--- src/rtl/pic_pkg.sv ---
package pic_pkg;

  localparam int unsigned PIC_NUM_EXT   = 4;
  localparam int unsigned PIC_NUM_FLAGS = 16;
  localparam int unsigned PIC_NUM_PRIO  = 11;

  // Byte offsets of the register words
  localparam logic [7:0] OFF_EN_HIGH   = 8'h00;
  localparam logic [7:0] OFF_EN_LOW    = 8'h04;
  localparam logic [7:0] OFF_FLG_HIGH  = 8'h08;
  localparam logic [7:0] OFF_FLG_LOW   = 8'h0c;
  localparam logic [7:0] OFF_EDGE_SEL  = 8'h10;
  localparam logic [7:0] OFF_INT_STAT  = 8'h14;
  localparam logic [7:0] OFF_INT_MASK  = 8'h18;
  localparam logic [7:0] OFF_CTRL_STAT = 8'h1c;

  // Flag positions; high byte is bits 15:8 of the flag vector
  localparam int unsigned FLG_EXT0  = 14;
  localparam int unsigned FLG_EXT3  = 11;
  localparam int unsigned FLG_TMR0  = 7;
  localparam int unsigned FLG_TMR1  = 6;
  localparam int unsigned FLG_TMR2  = 5;
  localparam int unsigned FLG_WT    = 3;
  localparam int unsigned FLG_ADC   = 2;
  localparam int unsigned FLG_WDT   = 1;
  localparam int unsigned FLG_BIT   = 0;
  localparam logic [15:0] FLG_USED_MASK = 16'h78ef;

  // Highest priority first; watch timer ranks just below the watchdog
  localparam logic [3:0] PRIO_ORDER [PIC_NUM_PRIO] = '{
    4'he, 4'hd, 4'hc, 4'hb, 4'h7, 4'h6, 4'h5, 4'h2, 4'h1, 4'h3, 4'h0};

  localparam logic [3:0] VEC_BRK = 4'hf;
  localparam logic [3:0] VEC_WDT = 4'h1;

  localparam int unsigned PSW_MEN_BIT = 2;

  localparam int unsigned STAT_ACCEPT = 0;
  localparam int unsigned STAT_EXT    = 1;
  localparam int unsigned STAT_BRK    = 2;
  localparam int unsigned STAT_W      = 3;

  localparam logic [15:0] RST_EN   = 16'h0000;
  localparam logic [15:0] RST_FLG  = 16'h0000;
  localparam logic [7:0]  RST_EDGE = 8'h00;
  localparam logic [2:0]  RST_STAT = 3'h0;
  localparam logic [2:0]  RST_MASK = 3'h0;

  localparam int unsigned ACCEPT_CYCLES = 8;

  localparam logic [1:0] RESP_OKAY   = 2'h0;
  localparam logic [1:0] RESP_SLVERR = 2'h2;

  typedef enum logic [1:0] {
    EDGE_NONE = 2'b00,
    EDGE_FALL = 2'b01,
    EDGE_RISE = 2'b10,
    EDGE_BOTH = 2'b11
  } pic_edge_t;

  typedef enum logic [1:0] {
    ST_IDLE   = 2'b00,
    ST_ACCEPT = 2'b01
  } pic_state_t;

  typedef struct packed {
    logic [2:0] tmr_match;
    logic       adc_done;
    logic       wdt_match;
    logic       wt_match;
    logic       bit_ovf;
  } pic_evt_t;

endpackage : pic_pkg

--- src/rtl/pic_ctrl.sv ---
// The AXI4-Lite slave port and the placing of the registers were chosen for this implementation.
`timescale 1ns/100ps
// Behaviour
// - Fixed ranking: reset, external 0-3, timers 0-2, ADC, watchdog, watch timer, BIT.
// - Each external pin picks falling or rising transition via edge select.
// - Vectoring to an external source clears its request flag.
// - Timer compare match sets that timer's request flag.
// - Interval timer overflow sets its request flag.
// - Conversion finish sets the converter request flag.
// - Watchdog and watch timer flags set by match, sharing one vector.
// - A source whose enable flag is zero is never accepted.
// - Master enable, status word bit 2, blocks all maskable sources.
// - Reset and software break ignore master enable, enables and flags; here break is requested only while no enabled flagged source is pending.
// - Eleven flag sources; flags and enables split into high and low bytes.
// - Latched flag stays until cleared by reset or write; acceptance clears external flags only.
// - Acceptance lasts 8 cycles and clears master enable at its start.
// - Of simultaneous pending requests the higher priority is served.
// - Edge modes per pin: rising only, falling only, or both.
module pic_ctrl
  import pic_pkg::*;
#(
  parameter int unsigned ADDR_W     = 8,
  parameter int unsigned ACCEPT_CYC = ACCEPT_CYCLES
)
(
  input  wire logic              MCLK_I,
  input  wire logic              NRST_I,
  input  wire logic              CE_I,
  input  wire logic [3:0]        EXT_IRQ_PIN_I,
  input  wire pic_evt_t          PERIPH_EVT_I,
  input  wire logic              SOFTWARE_BREAK_I,
  input  wire logic [7:0]        PROCESSOR_STATUS_WORD_I,
  input  wire logic              IRQ_ACK_I,
  output logic                   IRQ_REQ_O,
  output logic [3:0]             IRQ_VECTOR_O,
  output logic                   ACCEPT_BUSY_O,
  output logic                   MASTER_EN_CLEAR_O,
  output logic                   INT_O,
  input  wire logic              S_AXI_AWVALID_I,
  output logic                   S_AXI_AWREADY_O,
  input  wire logic [ADDR_W-1:0] S_AXI_AWADDR_I,
  input  wire logic              S_AXI_WVALID_I,
  output logic                   S_AXI_WREADY_O,
  input  wire logic [31:0]       S_AXI_WDATA_I,
  input  wire logic [3:0]        S_AXI_WSTRB_I,
  output logic                   S_AXI_BVALID_O,
  input  wire logic              S_AXI_BREADY_I,
  output logic [1:0]             S_AXI_BRESP_O,
  input  wire logic              S_AXI_ARVALID_I,
  output logic                   S_AXI_ARREADY_O,
  input  wire logic [ADDR_W-1:0] S_AXI_ARADDR_I,
  output logic                   S_AXI_RVALID_O,
  input  wire logic              S_AXI_RREADY_I,
  output logic [31:0]            S_AXI_RDATA_O,
  output logic [1:0]             S_AXI_RRESP_O
);

  if (ADDR_W < 5 || ADDR_W > 8)
  begin : g_chk_addr
    $error("ADDR_W must lie between 5 and 8");
  end
  if (ACCEPT_CYC < 1 || ACCEPT_CYC > 255)
  begin : g_chk_acc
    $error("ACCEPT_CYC must lie between 1 and 255");
  end

  // Bus slave state
  logic              aw_q, aw_d, w_q, w_d;
  logic [7:0]        awaddr_q, awaddr_d;
  logic [7:0]        wdata_q, wdata_d;
  logic              wstrb_q, wstrb_d;
  logic              awready_q, awready_d, wready_q, wready_d;
  logic              bvalid_q, bvalid_d, arready_q, arready_d;
  logic              rvalid_q, rvalid_d;
  logic [1:0]        bresp_q, bresp_d, rresp_q, rresp_d;
  logic [31:0]       rdata_q, rdata_d;
  logic              wr_fire, wr_hit;
  logic [7:0]        araddr;

  // Register file and controller state
  logic [15:0]       en_q, en_d, flg_q, flg_d, hw_set, pend;
  logic [7:0]        edge_sel_q, edge_sel_d;
  logic [STAT_W-1:0] stat_q, stat_d, mask_q, mask_d;
  logic              int_q, int_d, brk_q, brk_d;
  pic_state_t        st_q, st_d;
  logic [7:0]        cnt_q, cnt_d;
  logic              req_q, req_d, busy_q, busy_d, mclr_q, mclr_d;
  logic [3:0]        vec_q, vec_d, src_q, src_d;
  logic              take, take_brk, acc_done, men, hit;
  logic [3:0]        hit_idx;
  logic [3:0]        ext_edge;

  for (genvar i = 0; i < PIC_NUM_EXT; i++)
  begin : g_ext
    pic_edge_det u_edge (
      .clk_i   (MCLK_I),
      .rst_n_i (NRST_I),
      .ce_i    (CE_I),
      .pin_i   (EXT_IRQ_PIN_I[i]),
      .mode_i  (pic_edge_t'(edge_sel_q[2*i +: 2])),
      .edge_o  (ext_edge[i])
    );
  end

  assign wr_fire = aw_q && w_q && !bvalid_q;
  assign wr_hit  = wr_fire && wstrb_q;
  assign araddr  = 8'(S_AXI_ARADDR_I);

  function automatic logic is_mapped(input logic [7:0] a);
    return (a == OFF_EN_HIGH)  || (a == OFF_EN_LOW)   ||
           (a == OFF_FLG_HIGH) || (a == OFF_FLG_LOW)  ||
           (a == OFF_EDGE_SEL) || (a == OFF_INT_STAT) ||
           (a == OFF_INT_MASK) || (a == OFF_CTRL_STAT);
  endfunction : is_mapped

  // Bus channels: one write and one read in flight at most
  always_comb
  begin
    aw_d     = aw_q;
    w_d      = w_q;
    awaddr_d = awaddr_q;
    wdata_d  = wdata_q;
    wstrb_d  = wstrb_q;
    bvalid_d = bvalid_q;
    bresp_d  = bresp_q;
    rvalid_d = rvalid_q;
    rresp_d  = rresp_q;
    rdata_d  = rdata_q;
    if (S_AXI_AWVALID_I && awready_q)
    begin
      aw_d     = 1'b1;
      awaddr_d = 8'(S_AXI_AWADDR_I);
    end
    if (S_AXI_WVALID_I && wready_q)
    begin
      w_d     = 1'b1;
      wdata_d = S_AXI_WDATA_I[7:0];
      wstrb_d = S_AXI_WSTRB_I[0];
    end
    if (wr_fire)
    begin
      aw_d     = 1'b0;
      w_d      = 1'b0;
      bvalid_d = 1'b1;
      bresp_d  = is_mapped(awaddr_q) ? RESP_OKAY : RESP_SLVERR;
    end
    else if (bvalid_q && S_AXI_BREADY_I)
    begin
      bvalid_d = 1'b0;
    end
    if (rvalid_q && S_AXI_RREADY_I)
    begin
      rvalid_d = 1'b0;
    end
    if (S_AXI_ARVALID_I && arready_q)
    begin
      rvalid_d = 1'b1;
      rresp_d  = RESP_OKAY;
      rdata_d  = 32'h0000_0000;
      if (araddr == OFF_EN_HIGH)
        rdata_d[7:0] = en_q[15:8];
      else if (araddr == OFF_EN_LOW)
        rdata_d[7:0] = en_q[7:0];
      else if (araddr == OFF_FLG_HIGH)
        rdata_d[7:0] = flg_q[15:8];
      else if (araddr == OFF_FLG_LOW)
        rdata_d[7:0] = flg_q[7:0];
      else if (araddr == OFF_EDGE_SEL)
        rdata_d[7:0] = edge_sel_q;
      else if (araddr == OFF_INT_STAT)
        rdata_d[STAT_W-1:0] = stat_q;
      else if (araddr == OFF_INT_MASK)
        rdata_d[STAT_W-1:0] = mask_q;
      else if (araddr == OFF_CTRL_STAT)
        rdata_d[10:0] = {brk_q, busy_q, req_q, src_q, vec_q};
      else
        rresp_d = RESP_SLVERR;
    end
    awready_d = !aw_d && !bvalid_d;
    wready_d  = !w_d && !bvalid_d;
    arready_d = !rvalid_d;
  end

  always_ff @(posedge MCLK_I or negedge NRST_I)
  begin
    if (!NRST_I)
    begin
      aw_q      <= 1'b0;
      w_q       <= 1'b0;
      awaddr_q  <= 8'h00;
      wdata_q   <= 8'h00;
      wstrb_q   <= 1'b0;
      awready_q <= 1'b1;
      wready_q  <= 1'b1;
      bvalid_q  <= 1'b0;
      bresp_q   <= RESP_OKAY;
      arready_q <= 1'b1;
      rvalid_q  <= 1'b0;
      rresp_q   <= RESP_OKAY;
      rdata_q   <= 32'h0000_0000;
    end
    else if (CE_I)
    begin
      aw_q      <= aw_d;
      w_q       <= w_d;
      awaddr_q  <= awaddr_d;
      wdata_q   <= wdata_d;
      wstrb_q   <= wstrb_d;
      awready_q <= awready_d;
      wready_q  <= wready_d;
      bvalid_q  <= bvalid_d;
      bresp_q   <= bresp_d;
      arready_q <= arready_d;
      rvalid_q  <= rvalid_d;
      rresp_q   <= rresp_d;
      rdata_q   <= rdata_d;
    end
  end

  // Hardware set sources; each maps one event onto one flag
  always_comb
  begin
    hw_set            = 16'h0000;
    for (int i = 0; i < PIC_NUM_EXT; i++)
      hw_set[FLG_EXT0-i] = ext_edge[i];
    hw_set[FLG_TMR0]  = PERIPH_EVT_I.tmr_match[0];
    hw_set[FLG_TMR1]  = PERIPH_EVT_I.tmr_match[1];
    hw_set[FLG_TMR2]  = PERIPH_EVT_I.tmr_match[2];
    hw_set[FLG_BIT]   = PERIPH_EVT_I.bit_ovf;
    hw_set[FLG_ADC]   = PERIPH_EVT_I.adc_done;
    hw_set[FLG_WDT]   = PERIPH_EVT_I.wdt_match;
    hw_set[FLG_WT]    = PERIPH_EVT_I.wt_match;
  end

  // Selection of the most urgent enabled source
  assign men  = PROCESSOR_STATUS_WORD_I[PSW_MEN_BIT];
  assign pend = flg_q & en_q & FLG_USED_MASK & {16{men}};

  always_comb
  begin
    hit     = 1'b0;
    hit_idx = 4'h0;
    for (int i = PIC_NUM_PRIO - 1; i >= 0; i--)
    begin
      if (pend[PRIO_ORDER[i]])
      begin
        hit     = 1'b1;
        hit_idx = PRIO_ORDER[i];
      end
    end
  end

  // Acceptance sequence
  always_comb
  begin
    st_d     = st_q;
    cnt_d    = cnt_q;
    req_d    = req_q;
    vec_d    = vec_q;
    src_d    = src_q;
    mclr_d   = 1'b0;
    take     = 1'b0;
    acc_done = 1'b0;
    case (st_q)
      ST_IDLE:
      begin
        if (req_q && IRQ_ACK_I)
        begin
          st_d   = ST_ACCEPT;
          cnt_d  = 8'(ACCEPT_CYC - 1);
          req_d  = 1'b0;
          mclr_d = 1'b1;
          take   = 1'b1;
        end
        else if (hit)
        begin
          req_d = 1'b1;
          src_d = hit_idx;
          vec_d = (hit_idx == 4'(FLG_WT)) ? VEC_WDT : hit_idx;
        end
        else
        begin
          req_d = brk_q;
          src_d = VEC_BRK;
          vec_d = VEC_BRK;
        end
      end
      ST_ACCEPT:
      begin
        if (cnt_q == 8'h00)
        begin
          st_d     = ST_IDLE;
          acc_done = 1'b1;
        end
        else
        begin
          cnt_d = cnt_q - 8'h01;
        end
      end
      default:
      begin
        st_d = ST_IDLE;
      end
    endcase
    busy_d = (st_d == ST_ACCEPT);
  end

  assign take_brk = take && (src_q == VEC_BRK);

  // Register file; every hardware set wins over a same-cycle clear
  always_comb
  begin
    en_d       = en_q;
    flg_d      = flg_q;
    edge_sel_d = edge_sel_q;
    stat_d     = stat_q;
    mask_d     = mask_q;
    brk_d      = brk_q;
    if (wr_hit)
    begin
      if (awaddr_q == OFF_EN_HIGH)
        en_d[15:8] = wdata_q;
      else if (awaddr_q == OFF_EN_LOW)
        en_d[7:0] = wdata_q;
      else if (awaddr_q == OFF_FLG_HIGH)
        flg_d[15:8] = wdata_q;
      else if (awaddr_q == OFF_FLG_LOW)
        flg_d[7:0] = wdata_q;
      else if (awaddr_q == OFF_EDGE_SEL)
        edge_sel_d = wdata_q;
      else if (awaddr_q == OFF_INT_STAT)
        stat_d = stat_q & ~wdata_q[STAT_W-1:0];
      else if (awaddr_q == OFF_INT_MASK)
        mask_d = wdata_q[STAT_W-1:0];
    end
    // Only external flags self-clear; the rest wait for software
    if (take && src_q >= 4'(FLG_EXT3) && src_q <= 4'(FLG_EXT0))
      flg_d[src_q] = 1'b0;
    if (take_brk)
      brk_d = 1'b0;
    brk_d  = brk_d | SOFTWARE_BREAK_I;
    flg_d  = (flg_d | hw_set) & FLG_USED_MASK;
    en_d   = en_d & FLG_USED_MASK;
    stat_d[STAT_ACCEPT] = stat_d[STAT_ACCEPT] | acc_done;
    stat_d[STAT_EXT]    = stat_d[STAT_EXT] | (|ext_edge);
    stat_d[STAT_BRK]    = stat_d[STAT_BRK] | take_brk;
    int_d  = |(stat_d & mask_d);
  end

  always_ff @(posedge MCLK_I or negedge NRST_I)
  begin
    if (!NRST_I)
    begin
      en_q       <= RST_EN;
      flg_q      <= RST_FLG;
      edge_sel_q <= RST_EDGE;
      stat_q     <= RST_STAT;
      mask_q     <= RST_MASK;
      int_q      <= 1'b0;
      brk_q      <= 1'b0;
      st_q       <= ST_IDLE;
      cnt_q      <= 8'h00;
      req_q      <= 1'b0;
      vec_q      <= 4'h0;
      src_q      <= 4'h0;
      busy_q     <= 1'b0;
      mclr_q     <= 1'b0;
    end
    else if (CE_I)
    begin
      en_q       <= en_d;
      flg_q      <= flg_d;
      edge_sel_q <= edge_sel_d;
      stat_q     <= stat_d;
      mask_q     <= mask_d;
      int_q      <= int_d;
      brk_q      <= brk_d;
      st_q       <= st_d;
      cnt_q      <= cnt_d;
      req_q      <= req_d;
      vec_q      <= vec_d;
      src_q      <= src_d;
      busy_q     <= busy_d;
      mclr_q     <= mclr_d;
    end
  end

  assign IRQ_REQ_O         = req_q;
  assign IRQ_VECTOR_O      = vec_q;
  assign ACCEPT_BUSY_O     = busy_q;
  assign MASTER_EN_CLEAR_O = mclr_q;
  assign INT_O             = int_q;
  assign S_AXI_AWREADY_O   = awready_q;
  assign S_AXI_WREADY_O    = wready_q;
  assign S_AXI_BVALID_O    = bvalid_q;
  assign S_AXI_BRESP_O     = bresp_q;
  assign S_AXI_ARREADY_O   = arready_q;
  assign S_AXI_RVALID_O    = rvalid_q;
  assign S_AXI_RDATA_O     = rdata_q;
  assign S_AXI_RRESP_O     = rresp_q;
endmodule : pic_ctrl

--- src/rtl/pic_edge_det.sv ---
`timescale 1ns/100ps
module pic_edge_det
  import pic_pkg::*;
(
  input  wire logic      clk_i,
  input  wire logic      rst_n_i,
  input  wire logic      ce_i,
  input  wire logic      pin_i,
  input  wire pic_edge_t mode_i,
  output logic           edge_o
);

  logic meta_q, meta_d;
  logic sync_q, sync_d;
  logic prev_q, prev_d;
  logic edge_q, edge_d;

  always_comb
  begin
    meta_d = pin_i;
    sync_d = meta_q;
    prev_d = sync_q;
    case (mode_i)
      EDGE_FALL: edge_d = prev_q & ~sync_q;
      EDGE_RISE: edge_d = ~prev_q & sync_q;
      EDGE_BOTH: edge_d = prev_q ^ sync_q;
      default:   edge_d = 1'b0;
    endcase
  end

  // Pin held high through reset reads as a rising edge once released
  always_ff @(posedge clk_i or negedge rst_n_i)
  begin
    if (!rst_n_i)
    begin
      meta_q <= 1'b0;
      sync_q <= 1'b0;
      prev_q <= 1'b0;
      edge_q <= 1'b0;
    end
    else if (ce_i)
    begin
      meta_q <= meta_d;
      sync_q <= sync_d;
      prev_q <= prev_d;
      edge_q <= edge_d;
    end
  end

  assign edge_o = edge_q;

endmodule : pic_edge_det

--- config.mk ---
export PLATFORM = sky130hd
export DESIGN_NAME = pic_ctrl
export DESIGN_NICKNAME = d
export VERILOG_FILES = /design/src/rtl/pic_pkg.sv /design/src/rtl/pic_ctrl.sv /design/src/rtl/pic_edge_det.sv
export SDC_FILE = /design/constraint.sdc
export NUM_CORES = 1
export LEC_CHECK = 0
export BUFFER_PORTS_ARGS = -buffer_cell sky130_fd_sc_hd__buf_2
export CAP_MARGIN = 10
export CORE_AREA = 2 2 111 113
export CTS_CLUSTER_DIAMETER = 200
export DETAILED_ROUTE_END_ITERATION = 6
export DIE_AREA = 0 0 113 115
export GPL_TIMING_DRIVEN = 0
export PLACE_DENSITY = 0.82
export SYNTH_ARGS = -nofsm -noshare
export SYNTH_HDL_FRONTEND = slang
export SYNTH_SLANG_ARGS = --single-unit
--- constraint.sdc ---
create_clock -name MCLK_I -period 1.8 [get_ports MCLK_I]
set_input_delay 0.18 -clock MCLK_I [delete_from_list [all_inputs] [get_ports MCLK_I]]
set_output_delay 0.18 -clock MCLK_I [all_outputs]
set_load 0.05 [all_outputs]
# Yosys cells after proc, flatten, opt, wreduce, memory -nomap -nowiden
# Index checks and enable logic that the tools add are counted.
[op_classes] eq_ne=32 bitwise=37 mux=97 order_cmp=4 n_reduce_logical=44 add_sub_neg=1
[ops] op="$mux 8" count=11
[ops] op="$mux 3" count=22
[ops] op="$eq 8x5->1 const B" count=8
[ops] op="$mux 15" count=4
[ops] op="$mux 4" count=12
[ops] op="$and 15x15->15" count=3
[ops] op="$eq 8x4->1 const B" count=4
[ops] op="$mux 1" count=27
[ops] op="$logic_not 8->1" count=3
[ops] op="$mux 2" count=12
[ops] op="$eq 2x2->1 const B" count=8
[ops] op="$eq 8x3->1 const B" count=2
[ops] op="$pmux 8 s2" count=1
[ops] op="$logic_and 1x1->1" count=15
[ops] op="$not 15->15" count=1
[ops] op="$or 15x15->15" count=1
[ops] op="$not 1->1" count=13
[ops] op="$eq 2x1->1 const B" count=6
[ops] op="$pmux 1 s3" count=4
[ops] op="$mux 11" count=1
[ops] op="$reduce_and 2->1" count=5
[ops] op="$and 1x1->1" count=8
[ops] op="$reduce_and 4->1" count=2
[ops] op="$sub 8x1->8 const B" count=1
[ops] op="22 further kinds" count=41
[totals] reg_bits=114 in_bits=81 output_inout_bits=49 word_cells=259

# Longest topological paths before layout
[depth] ltp_word=15 depth_mapped=7 depth_no_buf=6

# By module
# Synthesis repeated with hierarchy kept, for this count alone.
[unflattened] hier_cells=550 area_unflattened_um2=5781.8
[by_module_without_submodules] module="pic_ctrl" cells_per_inst=474 instances=1 area_per_inst_um2=4996.0 seq_area_each_um2=2356.0
[by_module_without_submodules] module="pic_edge_det" cells_per_inst=19 instances=4 area_per_inst_um2=196.4 seq_area_each_um2=100.1

# Least setup slack after synthesis
# No wires, ideal clock.
[synth_path] path_kind="reg-to-reg" startpoint="register req_q, in the netlist IRQ_REQ_O" endpoint="register flg_q[14]" synth_period_minus_slack_ps=2015 path_stages_with_launch=6 path_slack_ps=-215 required_time_ps=1669 t_arrival_ps=1884 n_path_buf=0 setup_ps=131 path_cell_list="dfrtp_1 > nand4bb_1 > or4b_2 > o41ai_1 > nand2_1 > o2bb2ai_1"
[synth_via] elab_chain_cells=7
[synth_rtl] element="from (decl)" line="pic_ctrl.sv:87" text="logic req_q, req_d, busy_q, busy_d, mclr_q, mclr_d;"
[synth_rtl] element="from (signal assigned)" line="pic_ctrl.sv:380" text="req_q <= req_d;"
[synth_rtl] element="$logic_and 1x1->1" line="pic_ctrl.sv:267" text="if (req_q && IRQ_ACK_I)"
[synth_rtl] element="$mux 1" line="pic_ctrl.sv:267"
[synth_rtl] element="$mux 1" line="pic_ctrl.sv:264" text="case (st_q)"
[synth_rtl] element="$logic_and 1x1->1 (2 in series)" line="pic_ctrl.sv:337" text="if (take && src_q >= 4'(FLG_EXT3) && src_q <= 4'(FLG_EXT0))"
[synth_rtl] element="$mux 15" line="pic_ctrl.sv:337"
[synth_rtl] element="$or 15x15->15" line="pic_ctrl.sv:342" text="flg_d = (flg_d | hw_set) & FLG_USED_MASK;"
[synth_rtl] element="to (signal assigned)" line="pic_ctrl.sv:372" text="flg_q <= flg_d;"
[synth_rtl] element="to (decl)" line="pic_ctrl.sv:81" text="logic [15:0] en_q, en_d, flg_q, flg_d, hw_set, pend;"
# No other way between the ends.
# A chain may end at the register's enable or synchronous reset.

# Worst setup path after layout
[layout_path] startpoint="register awaddr_q[7]" endpoint="register int_q, in the netlist INT_O"
[layout_via] elab_chain_cells=11 elab_cells_between_ends=27 cone_classes="6 x eq/ne; 15 x mux; 4 x bitwise; 2 x reduce/logical"
[layout_rtl] element="from (decl)" line="pic_ctrl.sv:69" text="logic [7:0] awaddr_q, awaddr_d;"
[layout_rtl] element="from (signal assigned)" line="pic_ctrl.sv:206" text="awaddr_q <= awaddr_d;"
[layout_rtl] element="$eq 8x5->1, on equally long branches" line="pic_ctrl.sv:331, pic_ctrl.sv:333"
[layout_rtl] element="$mux 3, on equally long branches" line="pic_ctrl.sv:331, pic_ctrl.sv:333"
[layout_rtl] element="$mux 3, on equally long branches" line="pic_ctrl.sv:329, pic_ctrl.sv:331"
[layout_rtl] element="$mux 3, on equally long branches" line="pic_ctrl.sv:327, pic_ctrl.sv:329"
[layout_rtl] element="$mux 3, on equally long branches" line="pic_ctrl.sv:325, pic_ctrl.sv:327"
[layout_rtl] element="$mux 3, on equally long branches" line="pic_ctrl.sv:323, pic_ctrl.sv:325"
[layout_rtl] element="$mux 3, on equally long branches" line="pic_ctrl.sv:321, pic_ctrl.sv:323"
[layout_rtl] element="$mux 3, on equally long branches" line="pic_ctrl.sv:319, pic_ctrl.sv:321"
[layout_rtl] element="$or 1x1->1 (tied with other cells)" line="pic_ctrl.sv:344" text="stat_d[STAT_ACCEPT] = stat_d[STAT_ACCEPT] | acc_done;"
[layout_rtl] element="$and 3x3->3 *" line="pic_ctrl.sv:347" text="int_d = |(stat_d & mask_d);"
[layout_rtl] element="$reduce_or 3->1 *" line="pic_ctrl.sv:347"
[layout_rtl] element="to (signal assigned)" line="pic_ctrl.sv:376" text="int_q <= int_d;"
[layout_rtl] element="to (decl)" line="pic_ctrl.sv:84" text="logic int_q, int_d, brk_q, brk_d;"
# Every way passes the cells marked *; elsewhere a longest branch is shown, timed or not.

==> reports/metrics.yaml <==
dpl_cell_area_um2: 6340
fin_skew_ns: 0.0106
violations: "DRC, setup timing"
cts_tree: "yes"
routedWlPerCell_um: 17.5
synthSimpleGateAreaFrac_pct: 15.1
dieHeight_um: 115
syn_area_per_cell_um2: 10.6
synth_compound_gate_area_share_pct: 15.1
fmax_mhz: 553
io_buffers: 72
clk_latency_ns: 0.35
cts_root_buf: "clkbuf_16"
ant_nets: 0
core_area_um2: 11800
die-area_um2: 13000
synth_fa_ha_area_share_pct: 1.98
vias_per_cell: 5.72
worst_slack_ns: -0.00782
fill_cells: 970
rsz0062_at_grt: "true"
power_uw: 8530
cts.sink_count: 110
antenna_found_initial: 0
cp.required_ns: 2.03
synth_cell_type_count: 62
ys.flop_type: "dfrtp_1"
grtUsageTotal_pct: 22.1
synthTopCellsByArea: "dfrtp_1, mux2_2, nand2_1"
dpl.hpwl_um: 10400
hold_class: "input pin to flip-flop"
wirelength_um: 14100
numCtsBuffers: 9
status: "finished with violations"
grt_pass1_wl_um: 22400
first_iter_violations: 377
initial_core_util_pct: 48.1
synth_top_family_by_area: "compound AO/OA/AOI/OAI gates"
async_flop_share_pct: 100
grt_pass1_vias: 4375
nets: 745
crit_type: "flip-flop to flip-flop"
fin_crit_sh_pct: 100
antenna_cells: 0
synth_most_common_cell: "dfrtp_1"
clkTransAtPathRegs_ns: 0.08
dp_slack_ns: -0.259
yosysTopAreaCell: "dfrtp_1"
drv_slew: 0
relSlewSlack_pct: 48.9
synth-seq-cells: 110
p_per_area_nw_per_um2: 1240
postLayoutCoreUtil_pct: 58.5
synth.cell_area_um2: 5680
crit_arrival_ns: 2.04
critPathLaunchType: "flip-flop"
drt-pass1-iter-count: 7
ys_top_cells_by_count: "dfrtp_1, nand2_1, mux2_2, o21ai_0, nor2_1"
overflow: 0
ir_drop_v: 0.000818
yosysTopAreaCellShare_pct: 47.2
grt_max_degree: 63
area_growth_pct: 21.7
synth_edf_count: 0
cts_buffer_depth: 2
synthCells: 534
die_w_um: 113
design_area_um2: 6910
route.detailed.drc: 10
ys_seq_area_share_pct: 48.6
gp_routability_congestion: 0.907
hold_viol_final: 0
drive_gt1_share_pct: 33.6
power.leakage_uw: 0.00317
num_rows: 40
yosys_warnings: 0
design.portCount: 130
worst_pin_slew_ns: 0.766
cap_viol_max_count: 0
synth_mux_area_share_pct: 12.2
num_vias: 4615
crit_fanout: 4
setup_viol: 1
synth_xor_area_share_pct: 0.772
period_needed_ns: 1.81
crit_path_end_kind: "flip-flop"
ctsHtreeMaxLevel: 3
==> registers in the layout (all words and copies together), names as in the netlist, 8 cells and up <==
signal and flops:
S_AXI_RDATA_O 11, en_q 11, flg_q 11, awaddr_q 8, cnt_q 8, edge_sel_q 8, wdata_q 8
==> path summary, 6_finish.rpt <==
kind                                   start               end  slack, ns  cells past startpoint
max reg2reg                      awaddr_q[7]             INT_O     -0.008                      6
max                              awaddr_q[7]             INT_O     -0.008                      6
min in group asynchronous             NRST_I        wdata_q[2]       0.39                      2
max in group asynchronous             NRST_I        wdata_q[6]       0.70                      3
min                        S_AXI_AWADDR_I[7]       awaddr_q[7]       0.05                      2
min reg2reg                 S_AXI_RRESP_O[1]  S_AXI_RRESP_O[1]       0.48                      2
==> where the power goes <==
group	total (µW)	switching (µW)	internal (µW)
registers	3950	877	3070
logic	2700	1580	1110
clock network	1880	906	978
==> routing by layer <==
layer | share of wire [%] | GRT usage (%)
met5 | 0 | 0
met2 | 48 | 36.2
met4 | 2.4 | 9.27
met3 | 7.2 | 3.48
met1 | 43 | 29.6
==> through the flow <==
| stage | hold WS [ns] | setup TNS, ns | instances |
|---|---|---|---|
| final | 0.0502 | -0.00782 | 807 |
| after global routing | 0.0423 | -0.655 | 807 |
| after CTS | 0.0423 | 0 | 803 |
| after detailed placement | 0.251 | -4.64 | 776 |
| after global placement | 0.413 | -67.75 | 775 |
| after floorplan | -0.116 | 0 | 556 |
==> cell type report <==
cell class / count / area [µm²] / share of cell area [%]
well taps: 147 / 184 / 2.66
clock inverters: 5 / 36.3 / 0.525
inverters: 24 / 90.1 / 1.30
plain buffers: 42 / 267 / 3.86
flip-flops and latches: 110 / 2770 / 40.0
multi-input cells: 379 / 2800 / 40.5
clock buffers: 11 / 243 / 3.51
repair buffers: 89 / 524 / 7.59
==> worst max-delay path: stages (launching register included) <==
cell and delay, ns:
dfrtp_2 0.43, nor4b_4 0.27, buf_4 0.18, nand4_4 0.16, mux2i_1 0.20, nor2_1 0.08
o32a_1 0.35
==> cell usage in the layout, fill, tap and decap left out, types with 6 or more instances in the layout <==
| master | instances |
|---|---|
| ha_1 | 9 |
| a22oi_1 | 9 |
| clkbuf_16 | 9 |
| o21a_1 | 10 |
| conb_1 | 23 |
| buf_2 | 73 |
| nor2_1 | 29 |
| inv_1 | 24 |
| dfrtp_1 | 99 |
| nor3_1 | 8 |
| a22o_1 | 6 |
| nand2_1 | 53 |
| mux2i_1 | 12 |
| buf_4 | 39 |
| o21ai_0 | 35 |
| o32a_1 | 8 |
| nand3_1 | 10 |
| a31oi_1 | 7 |
| mux2_2 | 44 |
| dfrtp_2 | 8 |
| a21oi_1 | 22 |
| clkbuf_1 | 12 |
==> kinds of logic after synthesis <==
family,Yosys count
xor+xnor,5
mux,60
flops,110
other cells,1
fa+ha+maj,9
simple gates,152
compound gates,130
buf+inv,67
==> what timing repair did <==
item,4_1_cts,5_1_grt
endpoints found under the setup margin,43,39
endpoints found under the hold margin,45,0
resized for setup,11,29
hold buffers,1,0
pin swaps,8,15
setup buffers,10,6
Power figures use the tool's default switching activity.
